**src/hw/pwg_defs.svh**
```systemverilog
`ifndef PWG_DEFS_SVH
`define PWG_DEFS_SVH

// ============================================================
// Register indices; byte address is four times the index
`define PWG_IDX_CTRL 8'hd1
`define PWG_IDX_PERIOD 8'hd2
`define PWG_IDX_DUTY 8'hd3
`define PWG_IDX_MASK 8'hd4
`define PWG_IDX_STATUS 8'hd5

// ============================================================
// Field positions in wave_control
`define PWG_CTRL_ON 7
`define PWG_CTRL_POL 6
`define PWG_CTRL_DIV_HI 5
`define PWG_CTRL_DIV_LO 4
`define PWG_CTRL_FLAG 1
`define PWG_CTRL_SHARE 0

// Field positions in the mask and status registers
`define PWG_IRQ_WRAP 0

// ============================================================
// Reset values
`define PWG_RST_CTRL 8'h00
`define PWG_RST_PERIOD 8'h00
`define PWG_RST_DUTY 8'h00
`define PWG_RST_MASK 1'b0

// ============================================================
// Timing: cycles from request to waitrequest low
`define PWG_BUS_LATENCY 1

`endif

```
**src/hw/pwg_pkg.sv**
```systemverilog
package pwg_pkg;

    // Divider select codes, in register order
    typedef enum logic [1:0] {
        PWG_DIV2,
        PWG_DIV4,
        PWG_DIV8,
        PWG_DIV16
    } pwg_div_t;

endpackage

```
**src/hw/pwg_tick_if.sv**
```systemverilog
`timescale 1ns/1ns

// ============================================================
// Tick request between control logic and prescaler
interface pwg_tick_if;
    logic run;
    pwg_pkg::pwg_div_t div;
    logic tick;

    modport ctrl (output run, output div, input tick);
    modport presc (input run, input div, output tick);
endinterface

```
**src/hw/pwg_wave_gen.sv**
```systemverilog
`timescale 1ns/1ns
`include "pwg_defs.svh"

// Behaviour
// - Control bit 7 runs the modulator and period counter; cleared stops it.
// - Polarity zero drives output high for duty, low for the rest.
// - Polarity one drives output low for duty, high for the rest.
// - Divider field bits 5-4 gives tick of clock over 2, 4, 8, 16.
// - Hardware sets control bit 1 whenever the period counter wraps.
// - Share bit zero leaves pin as plain I/O; one drives the waveform.
// - One period lasts period value times divided tick period.
// - Period 00H holds output at inactive level for either polarity.
// - Duty value sets active length at the start of each period.
// - Nonzero period not above duty holds output at active level.
// - Duty 00H holds output at inactive level.
// - Wrap flag raises the interrupt only while interrupt allow is set.
// - Enabled with pin released, counter still runs as a timer.
module pwg_wave_gen (
    // Clock, reset and enable
    input wire logic clk,
    input wire logic rst_n,
    input wire logic ce,
    // Avalon-MM slave
    input wire logic [9:0] avs_address,
    input wire logic avs_read,
    input wire logic avs_write,
    input wire logic [31:0] avs_writedata,
    input wire logic [3:0] avs_byteenable,
    output logic [31:0] avs_readdata,
    output logic avs_waitrequest,
    // Port logic of the shared pin
    input wire logic gpioOut,
    input wire logic gpioOe,
    output logic pinOut,
    output logic pinOe,
    // Waveform and interrupt
    output logic waveOut,
    output logic irq
);

    // ============================================================
    // Registers
    logic moduleOn;
    logic polaritySel;
    pwg_pkg::pwg_div_t tickDivSel;
    logic periodWrapFlag;
    logic pinShareSel;
    logic [7:0] periodLength;
    logic [7:0] dutyLength;
    logic waveIrqAllow;

    // Running state
    logic [7:0] cnt;
    logic [7:0] perAct;
    logic [7:0] dutyAct;

    pwg_tick_if tk ();

    // ============================================================
    // Bus decode
    logic busReq;
    logic wrEn;
    logic lane0;
    logic [7:0] regIdx;
    logic hitCtrl;
    logic hitPeriod;
    logic hitDuty;
    logic hitMask;
    logic hitStatus;
    logic wrCtrl;
    logic wrPeriod;
    logic wrDuty;
    logic wrMask;
    logic wrStatus;
    logic [7:0] ctrlView;
    logic [7:0] rdByte;

    assign busReq = avs_read || avs_write;
    assign wrEn = avs_write && !avs_waitrequest;
    assign lane0 = avs_byteenable[0];
    assign regIdx = avs_address[9:2];
    assign hitCtrl = (regIdx == `PWG_IDX_CTRL);
    assign hitPeriod = (regIdx == `PWG_IDX_PERIOD);
    assign hitDuty = (regIdx == `PWG_IDX_DUTY);
    assign hitMask = (regIdx == `PWG_IDX_MASK);
    assign hitStatus = (regIdx == `PWG_IDX_STATUS);
    assign wrCtrl = wrEn && lane0 && hitCtrl;
    assign wrPeriod = wrEn && lane0 && hitPeriod;
    assign wrDuty = wrEn && lane0 && hitDuty;
    assign wrMask = wrEn && lane0 && hitMask;
    assign wrStatus = wrEn && lane0 && hitStatus;

    // Control register as read; bits 3-2 read as zero
    assign ctrlView = {moduleOn, polaritySel, tickDivSel, 2'b00,
                       periodWrapFlag, pinShareSel};

    // Read mux, unmapped addresses read zero
    assign rdByte = hitCtrl ? ctrlView :
                    hitPeriod ? periodLength :
                    hitDuty ? dutyLength :
                    hitMask ? {7'h00, waveIrqAllow} :
                    hitStatus ? {7'h00, periodWrapFlag} : 8'h00;

    // Waitrequest drops one cycle after a request, for one cycle
    always_ff @(posedge clk or negedge rst_n) begin
        if (!rst_n) begin
            avs_waitrequest <= 1'b1;
            avs_readdata <= 32'h0000_0000;
        end else if (ce) begin
            avs_waitrequest <= !(busReq && avs_waitrequest);
            if (avs_read && avs_waitrequest) begin
                avs_readdata <= {24'h00_0000, rdByte};
            end
        end
    end

    // ============================================================
    // Software registers
    always_ff @(posedge clk or negedge rst_n) begin
        if (!rst_n) begin
            {moduleOn, polaritySel} <= 2'b00;
            tickDivSel <= pwg_pkg::PWG_DIV2;
            pinShareSel <= 1'b0;
            periodLength <= `PWG_RST_PERIOD;
            dutyLength <= `PWG_RST_DUTY;
            waveIrqAllow <= `PWG_RST_MASK;
        end else if (ce) begin
            if (wrCtrl) begin
                moduleOn <= avs_writedata[`PWG_CTRL_ON];
                polaritySel <= avs_writedata[`PWG_CTRL_POL];
                tickDivSel <= pwg_pkg::pwg_div_t'(
                    avs_writedata[`PWG_CTRL_DIV_HI:`PWG_CTRL_DIV_LO]);
                pinShareSel <= avs_writedata[`PWG_CTRL_SHARE];
            end
            if (wrPeriod) begin
                periodLength <= avs_writedata[7:0];
            end
            if (wrDuty) begin
                dutyLength <= avs_writedata[7:0];
            end
            if (wrMask) begin
                waveIrqAllow <= avs_writedata[`PWG_IRQ_WRAP];
            end
        end
    end

    // ============================================================
    // Prescaler
    assign tk.run = moduleOn;
    assign tk.div = tickDivSel;

    pwg_prescaler u_presc (
        .clk(clk),
        .rst_n(rst_n),
        .ce(ce),
        .tk(tk)
    );

    // ============================================================
    // Period counter and boundary
    logic atEnd;
    logic wrapEvt;
    logic boundary;

    assign atEnd = (perAct != 8'h00) && (cnt >= perAct - 8'h01);
    assign wrapEvt = tk.tick && atEnd;
    assign boundary = !moduleOn || (tk.tick && (atEnd || perAct == 8'h00));

    // Counter wraps after period ticks, also with pin released
    always_ff @(posedge clk or negedge rst_n) begin
        if (!rst_n) begin
            cnt <= 8'h00;
        end else if (ce) begin
            if (!moduleOn || wrapEvt) begin
                cnt <= 8'h00;
            end else if (tk.tick && perAct != 8'h00) begin
                cnt <= cnt + 8'h01;
            end
        end
    end

    // Working copies reload at a period boundary and every cycle while stopped
    always_ff @(posedge clk or negedge rst_n) begin
        if (!rst_n) begin
            perAct <= `PWG_RST_PERIOD;
            dutyAct <= `PWG_RST_DUTY;
        end else if (ce && boundary) begin
            perAct <= periodLength;
            dutyAct <= dutyLength;
        end
    end

    // ============================================================
    // Wrap flag; a set in the same cycle as a clear wins
    logic clrCtrl;
    logic clrStat;
    logic next_flag;

    assign clrCtrl = wrCtrl && !avs_writedata[`PWG_CTRL_FLAG];
    assign clrStat = wrStatus && avs_writedata[`PWG_IRQ_WRAP];
    assign next_flag = wrapEvt || (periodWrapFlag && !clrCtrl && !clrStat);

    always_ff @(posedge clk or negedge rst_n) begin
        if (!rst_n) begin
            periodWrapFlag <= 1'b0;
        end else if (ce) begin
            periodWrapFlag <= next_flag;
        end
    end

    // ============================================================
    // Waveform level
    logic activeLvl;
    logic next_wave;

    assign activeLvl = (perAct == 8'h00) ? 1'b0 :
                       (perAct <= dutyAct) ? 1'b1 :
                       (cnt < dutyAct);
    assign next_wave = moduleOn ? (activeLvl ^ polaritySel)
                                : polaritySel;

    // Output flops: waveform, shared pin and interrupt
    always_ff @(posedge clk or negedge rst_n) begin
        if (!rst_n) begin
            waveOut <= 1'b0;
            pinOut <= 1'b0;
            pinOe <= 1'b0;
            irq <= 1'b0;
        end else if (ce) begin
            waveOut <= next_wave;
            pinOut <= pinShareSel ? next_wave : gpioOut;
            pinOe <= pinShareSel || gpioOe;
            irq <= periodWrapFlag && waveIrqAllow;
        end
    end

    // ============================================================
    // Checks
    property p_off_idle;
        @(posedge clk) disable iff (!rst_n)
        ce && !moduleOn |=> cnt == 8'h00 && waveOut == $past(polaritySel);
    endproperty
    a_off_idle: assert property (p_off_idle)
        else $error("stopped module not idle");

    property p_pol_active;
        @(posedge clk) disable iff (!rst_n)
        ce && moduleOn && activeLvl |=> waveOut == !$past(polaritySel);
    endproperty
    a_pol_active: assert property (p_pol_active)
        else $error("duty level wrong for polarity");

    property p_zero_period;
        @(posedge clk) disable iff (!rst_n)
        ce && moduleOn && perAct == 8'h00
            |=> waveOut == $past(polaritySel);
    endproperty
    a_zero_period: assert property (p_zero_period)
        else $error("zero period not inactive");

    property p_full_duty;
        @(posedge clk) disable iff (!rst_n)
        ce && moduleOn && perAct != 8'h00 && perAct <= dutyAct
            |=> waveOut != $past(polaritySel);
    endproperty
    a_full_duty: assert property (p_full_duty)
        else $error("period not above duty must stay active");

    property p_zero_duty;
        @(posedge clk) disable iff (!rst_n)
        ce && moduleOn && dutyAct == 8'h00
            |=> waveOut == $past(polaritySel);
    endproperty
    a_zero_duty: assert property (p_zero_duty)
        else $error("zero duty not inactive");

    property p_wrap;
        @(posedge clk) disable iff (!rst_n)
        ce && wrapEvt |=> periodWrapFlag && cnt == 8'h00;
    endproperty
    a_wrap: assert property (p_wrap)
        else $error("wrap did not set flag and clear count");

    property p_flag_hold;
        @(posedge clk) disable iff (!rst_n)
        periodWrapFlag && !(ce && (clrCtrl || clrStat)) |=> periodWrapFlag;
    endproperty
    a_flag_hold: assert property (p_flag_hold)
        else $error("wrap flag lost without a clear");

    property p_irq;
        @(posedge clk) disable iff (!rst_n)
        ce |=> irq == ($past(periodWrapFlag) && $past(waveIrqAllow));
    endproperty
    a_irq: assert property (p_irq)
        else $error("interrupt does not follow flag and allow");

    property p_share;
        @(posedge clk) disable iff (!rst_n)
        ce && !pinShareSel |=> pinOut == $past(gpioOut)
            && pinOe == $past(gpioOe);
    endproperty
    a_share: assert property (p_share)
        else $error("released pin not following port logic");

    property p_shadow;
        @(posedge clk) disable iff (!rst_n)
        ce && !boundary |=> perAct == $past(perAct)
            && dutyAct == $past(dutyAct);
    endproperty
    a_shadow: assert property (p_shadow)
        else $error("period or duty changed mid period");

    property p_bus_answer;
        @(posedge clk) disable iff (!rst_n)
        ce && busReq && avs_waitrequest |=> !avs_waitrequest;
    endproperty
    a_bus_answer: assert property (p_bus_answer)
        else $error("bus request not answered in one cycle");

endmodule

```
**src/hw/pwg_prescaler.sv**
```systemverilog
`timescale 1ns/1ns
`include "pwg_defs.svh"

module pwg_prescaler (
    // Clock and reset
    input wire logic clk,
    input wire logic rst_n,
    input wire logic ce,
    // Tick port
    pwg_tick_if.presc tk
);

    logic [3:0] divCnt;
    logic [4:0] span;
    logic [3:0] lastCnt;
    logic atLast;

    // ============================================================
    // Divide by 2, 4, 8 or 16; span needs five bits for 16
    assign span = 5'h02 << tk.div;
    assign lastCnt = 4'(span - 5'h01);
    assign atLast = (divCnt >= lastCnt);
    assign tk.tick = tk.run && atLast;

    // Prescale counter, cleared while stopped
    always_ff @(posedge clk or negedge rst_n) begin
        if (!rst_n) begin
            divCnt <= 4'h0;
        end else if (ce) begin
            if (!tk.run || atLast) begin
                divCnt <= 4'h0;
            end else begin
                divCnt <= divCnt + 4'h1;
            end
        end
    end

    // ============================================================
    // Checks
    property p_tick_gap;
        @(posedge clk) disable iff (!rst_n)
        ce && tk.tick |=> !tk.tick;
    endproperty
    a_tick_gap: assert property (p_tick_gap)
        else $error("two ticks in adjacent cycles");

    property p_div16;
        @(posedge clk) disable iff (!rst_n)
        ce && tk.tick && tk.div == pwg_pkg::PWG_DIV16
            |=> !tk.tick [*8];
    endproperty
    a_div16: assert property (p_div16)
        else $error("tick too soon after divide by 16");

endmodule

```
**config.mk**
```make
export PLATFORM = sky130hd
export DESIGN_NAME = pwg_wave_gen
export DESIGN_NICKNAME = d
export VERILOG_FILES = /design/src/hw/pwg_pkg.sv /design/src/hw/pwg_tick_if.sv /design/src/hw/pwg_wave_gen.sv /design/src/hw/pwg_prescaler.sv
export VERILOG_INCLUDE_DIRS = /design/src /design/src/hw
export SDC_FILE = /design/constraint.sdc
export NUM_CORES = 1
export LEC_CHECK = 0
export ABC_AREA = 1
export BUFFER_PORTS_ARGS = -buffer_cell sky130_fd_sc_hd__buf_4
export CELL_PAD_IN_SITES_DETAIL_PLACEMENT = 0
export CELL_PAD_IN_SITES_GLOBAL_PLACEMENT = 1
export CORE_AREA = 2 2 100 102
export DETAILED_ROUTE_END_ITERATION = 16
export DIE_AREA = 0 0 102 104
export PLACE_DENSITY = 0.92
export SLEW_MARGIN = 20
export SYNTH_ARGS = -nofsm -noshare
export SYNTH_HDL_FRONTEND = slang
export SYNTH_SLANG_ARGS = --single-unit
```
**constraint.sdc**
```tcl
create_clock -name clk -period 3.6 [get_ports clk]
set_input_delay 0 -clock clk [delete_from_list [all_inputs] [get_ports clk]]
set_output_delay 0 -clock clk [all_outputs]
set_load 0.02 [all_outputs]
```
==> impl_summary.log <==
INFO  metric outcome = complete, no violations
INFO  metric grt.total_usage = 17.7%
INFO  metric finalCritPeriodShare = 73.0%
INFO  metric post_synth_simple_gate_area = 21.1%
INFO  metric leakage = 2.48 nW
INFO  metric critical_path_peak_fanout = 32
INFO  metric synthDominantCellAreaShare = 38.3%
INFO  metric post_drt_via_cell_ratio = 4.74
INFO  metric routabilityCongestion = 0.843
INFO  metric critical_path.cell_chain = inv_1, ha_1, nand3_2, nor2_4, inv_1, nand2_1, inv_1, ha_1, nand2_1, o21ai_0, inv_1, nand2_1, o21ai_4, buf_4, nand2_1, o21ai_2
INFO  metric synth-seq-cells = 64
INFO  metric power = 2.06 mW
INFO  metric drt-initial-drc-count = 148
INFO  metric vias = 3,230
INFO  metric layout-drive-gt1-share = 21.1%
INFO  metric grt_start_max_net_pins = 65
INFO  metric asyncSetResetFlopFracSynth = 100%
INFO  metric worstHoldPathType = primary input to flip-flop
INFO  metric critical_path.startpoint_type = flip-flop
INFO  metric worst_ep_arrival_time = 2.91 ns
INFO  metric overflow = 0
INFO  metric worstSetupPathType = flip-flop to flip-flop
INFO  metric ys_types = 44
INFO  metric pwr_density_cell = 429 mW/mm²
INFO  metric yosys_most_used_dff = dfrtp_1
INFO  metric drv_slew = 0
INFO  metric fin_nets = 626
INFO  metric antenna_left = 0
INFO  metric synthMostInstantiatedCell = nand2_1
INFO  metric synthMuxAreaShare = 0.243%
INFO  metric floorplan.die_area = 0.0106 mm²
INFO  metric initial_antenna_violation_count = 0
INFO  metric max_slew.worst_pin.slew = 0.812 ns
INFO  metric clkLatencyLatePin = 0.36 ns
INFO  metric first_global_vias = 3,296
INFO  metric post-route-drc-count = 0
INFO  metric tritoncts_num_sinks = 64
INFO  metric synth.cells.most_frequent = 108 x nand2_1, 71 x inv_1, 63 x dfrtp_1
INFO  metric cts.root.buffer_cell = clkbuf_8
INFO  metric floorplan.initialDensity = 43.1%
INFO  metric timing.critical_path.max_delay_family = simple AND/OR/NAND/NOR gates
INFO  metric worst_path_max_delay_cell = dfrtp_1
INFO  metric yosysWarnings = 0
INFO  metric crit_path_end_kind = flip-flop
INFO  metric cts_inserted_buffers = 9
INFO  metric clock_tree.htree_level_count = 3
INFO  metric post_synthesis_cell_type_with_the_largest_combined_area = dfrtp_1
INFO  metric synth_edf_count = 0
INFO  metric main_combinational_cell_family_by_area_after_synthesis = simple AND/OR/NAND/NOR gates
INFO  metric route.final.wire_length = 8540 µm
INFO  metric global_route_wire_length_before_repair = 15,000 µm
INFO  metric cts.path.max_buffers = 2
INFO  metric detailed_place_hpwl = 6540 µm
INFO  metric area.growth.synth_to_final = 16.3%
INFO  metric path_clk_slew = 0.07 ns
INFO  metric die_width = 102 µm
INFO  metric fmax = 381 MHz
INFO  metric post_synthesis_compound_gate_area_fraction = 15.1%
INFO  metric timing.max_slew.rel_slack = 45.9%
INFO  metric fp.coreArea = 0.00955 mm²
INFO  metric drtPass1Iterations = 5
INFO  metric power.ir.vdd_worst = 0.239 mV
INFO  metric finalHoldViolCount = 0
INFO  metric max_cap_viol_count = 0
INFO  metric synth.top_cells.by_area = dfrtp_1 38%, nand2_1 9.8%, ha_1 8.8%
INFO  metric unrepaired_setup_endpoints_after_global_routing = no
INFO  metric whs = 0.0548 ns
INFO  metric wl_per_cell = 12.5 µm
INFO  metric synthesis.area_per_instance = 8.39 µm²
INFO  metric xor_and_xnor_area_share_after_synthesis = 2.13%
INFO  metric portBuffers = 36
INFO  metric timing.clock.skew = 0.00613 ns
INFO  metric min_period = 2.63 ns
INFO  metric die_h = 104 µm
INFO  metric post_synth_inst_count = 491
INFO  metric rows = 36
INFO  metric delay_of_the_slowest_critical_path_stage = 0.38 ns
INFO  metric setup_violations = 0
INFO  metric mappedNetlistArea = 0.00412 mm²
INFO  metric ios = 90
INFO  metric tns = 0 ns
INFO  metric sequential_area_share_after_synthesis = 38.9%
INFO  metric critical_path_buffers_and_inverters = 5
INFO  metric n_antenna_cell = 0
INFO  metric synth_fa_ha_area_share = 8.81%
INFO  metric crit_required = 3.89 ns
INFO  metric tritoncts_clock_tree = done
path summary, 6_finish.rpt:
path | from | to | slack [ns] | depth (start not counted)
setup reg to reg | perAct[0] | dutyAct[6] | 0.97 | 16
setup / recovery | perAct[0] | dutyAct[6] | 0.97 | 16
min in group asynchronous | rst_n | cnt[3] | 0.29 | 2
hold reg to reg | dutyAct[1] | dutyAct[1] | 0.48 | 2
max in group asynchronous | rst_n | avs_readdata[2] | 2.78 | 2
hold / removal | avs_address[3] | avs_readdata[5] | 0.05 | 5
where the power goes:
group          internal, mW  total [mW]  switching (mW)
clock network         0.479       0.775           0.296
logic                 0.171       0.446           0.275
registers             0.773       0.836          0.0629
total                  1.42        2.06           0.633
area by class of cell:
class | instances | area, µm²
clock buffers | 11 | 141
clock inverters | 5 | 104
fillers | 935 | 4760
inverters | 79 | 298
multi-input cells | 337 | 2040
flip-flops and latches | 64 | 1600
well taps | 133 | 166
repair buffers | 53 | 438
cell usage in the layout (no fill, tap or decap), types with 2 or more instances in the layout:
cell type / synthesis / final
nor2_1: 18 / 18
o21ai_2: 28 / 28
nand4_1: 11 / 11
dlygate4sd3_1: 0 / 16
nand2_2: 8 / 8
nand3_2: 3 / 3
inv_2: 7 / 7
clkinv_2: 1 / 2
conb_1: 1 / 24
dfrtp_1: 63 / 63
xor2_1: 9 / 9
o221ai_1: 2 / 2
o22ai_1: 2 / 2
clkbuf_8: 0 / 10
o21bai_1: 2 / 2
a21oi_1: 20 / 20
nand2_1: 108 / 108
nor3_1: 2 / 2
ha_1: 29 / 29
o21ai_0: 17 / 17
nor2_2: 3 / 3
nor2_4: 3 / 3
nand2_4: 2 / 2
o21ai_1: 13 / 13
inv_1: 71 / 71
nand3_1: 17 / 17
a21o_1: 2 / 2
buf_4: 28 / 37
bufinv_16: 0 / 3
logic make-up after synthesis:
| family | after synthesis |
|---|---|
| and+or+nand+nor | 181 |
| buffers and inverters | 113 |
| AOI/OAI and AO/OA | 92 |
| DFF | 64 |
| adders and majority gates | 29 |
| xor gates and xnor gates | 10 |
| other | 1 |
| muxes | 1 |
metal layers:
layer  up-vias  part of all wire (%)  global-route usage (%)
met5         -                     0                       0
met4         0                   1.7                    6.57
met3        11                   3.0                    3.43
met2        51                    52                    30.6
met1      1524                    43                    21.7
li1       1644                     -                       -
worst register-to-register path, stage by stage, from the launching register on:
cell and delay (ns):
dfrtp_1 0.38, inv_1 0.13, ha_1 0.24, nand3_2 0.15
nor2_4 0.17, inv_1 0.05, nand2_1 0.06, inv_1 0.04
ha_1 0.26, nand2_1 0.07, o21ai_0 0.08, inv_1 0.05
nand2_1 0.12, o21ai_4 0.15, buf_4 0.38, nand2_1 0.14
o21ai_2 0.08
registers in the layout, indices dropped and copies added (netlist names):
signal / count
pinShareSel: 1
dutyAct: 8
avs_readdata: 8
waveOut: 1
polaritySel: 1
waveIrqAllow: 1
pinOe: 1
periodLength: 8
u_presc.divCnt: 4
irq: 1
dutyLength: 8
moduleOn: 1
cnt: 8
avs_waitrequest: 1
pinOut: 1
perAct: 8
tickDivSel: 2
periodWrapFlag: 1
through the flow:
step                      setup WS, ns  instances  util (%)  instance area [µm²]
final                            0.972        682      50.2                 4790
after global routing             0.625        682      50.2                 4790
after CTS                        0.920        682      50.2                 4790
after detailed placement         0.947        650      45.9                 4390
after global placement            1.03        650      45.9                 4390
after floorplan                   1.38        514         -                 4210
timing repair:
action,in CTS,in global routing
endpoints found under the hold margin,91,0
buffers inserted,0,0
resized for setup,0,0
hold buffers,16,0
Power figures use the tool's default switching activity.
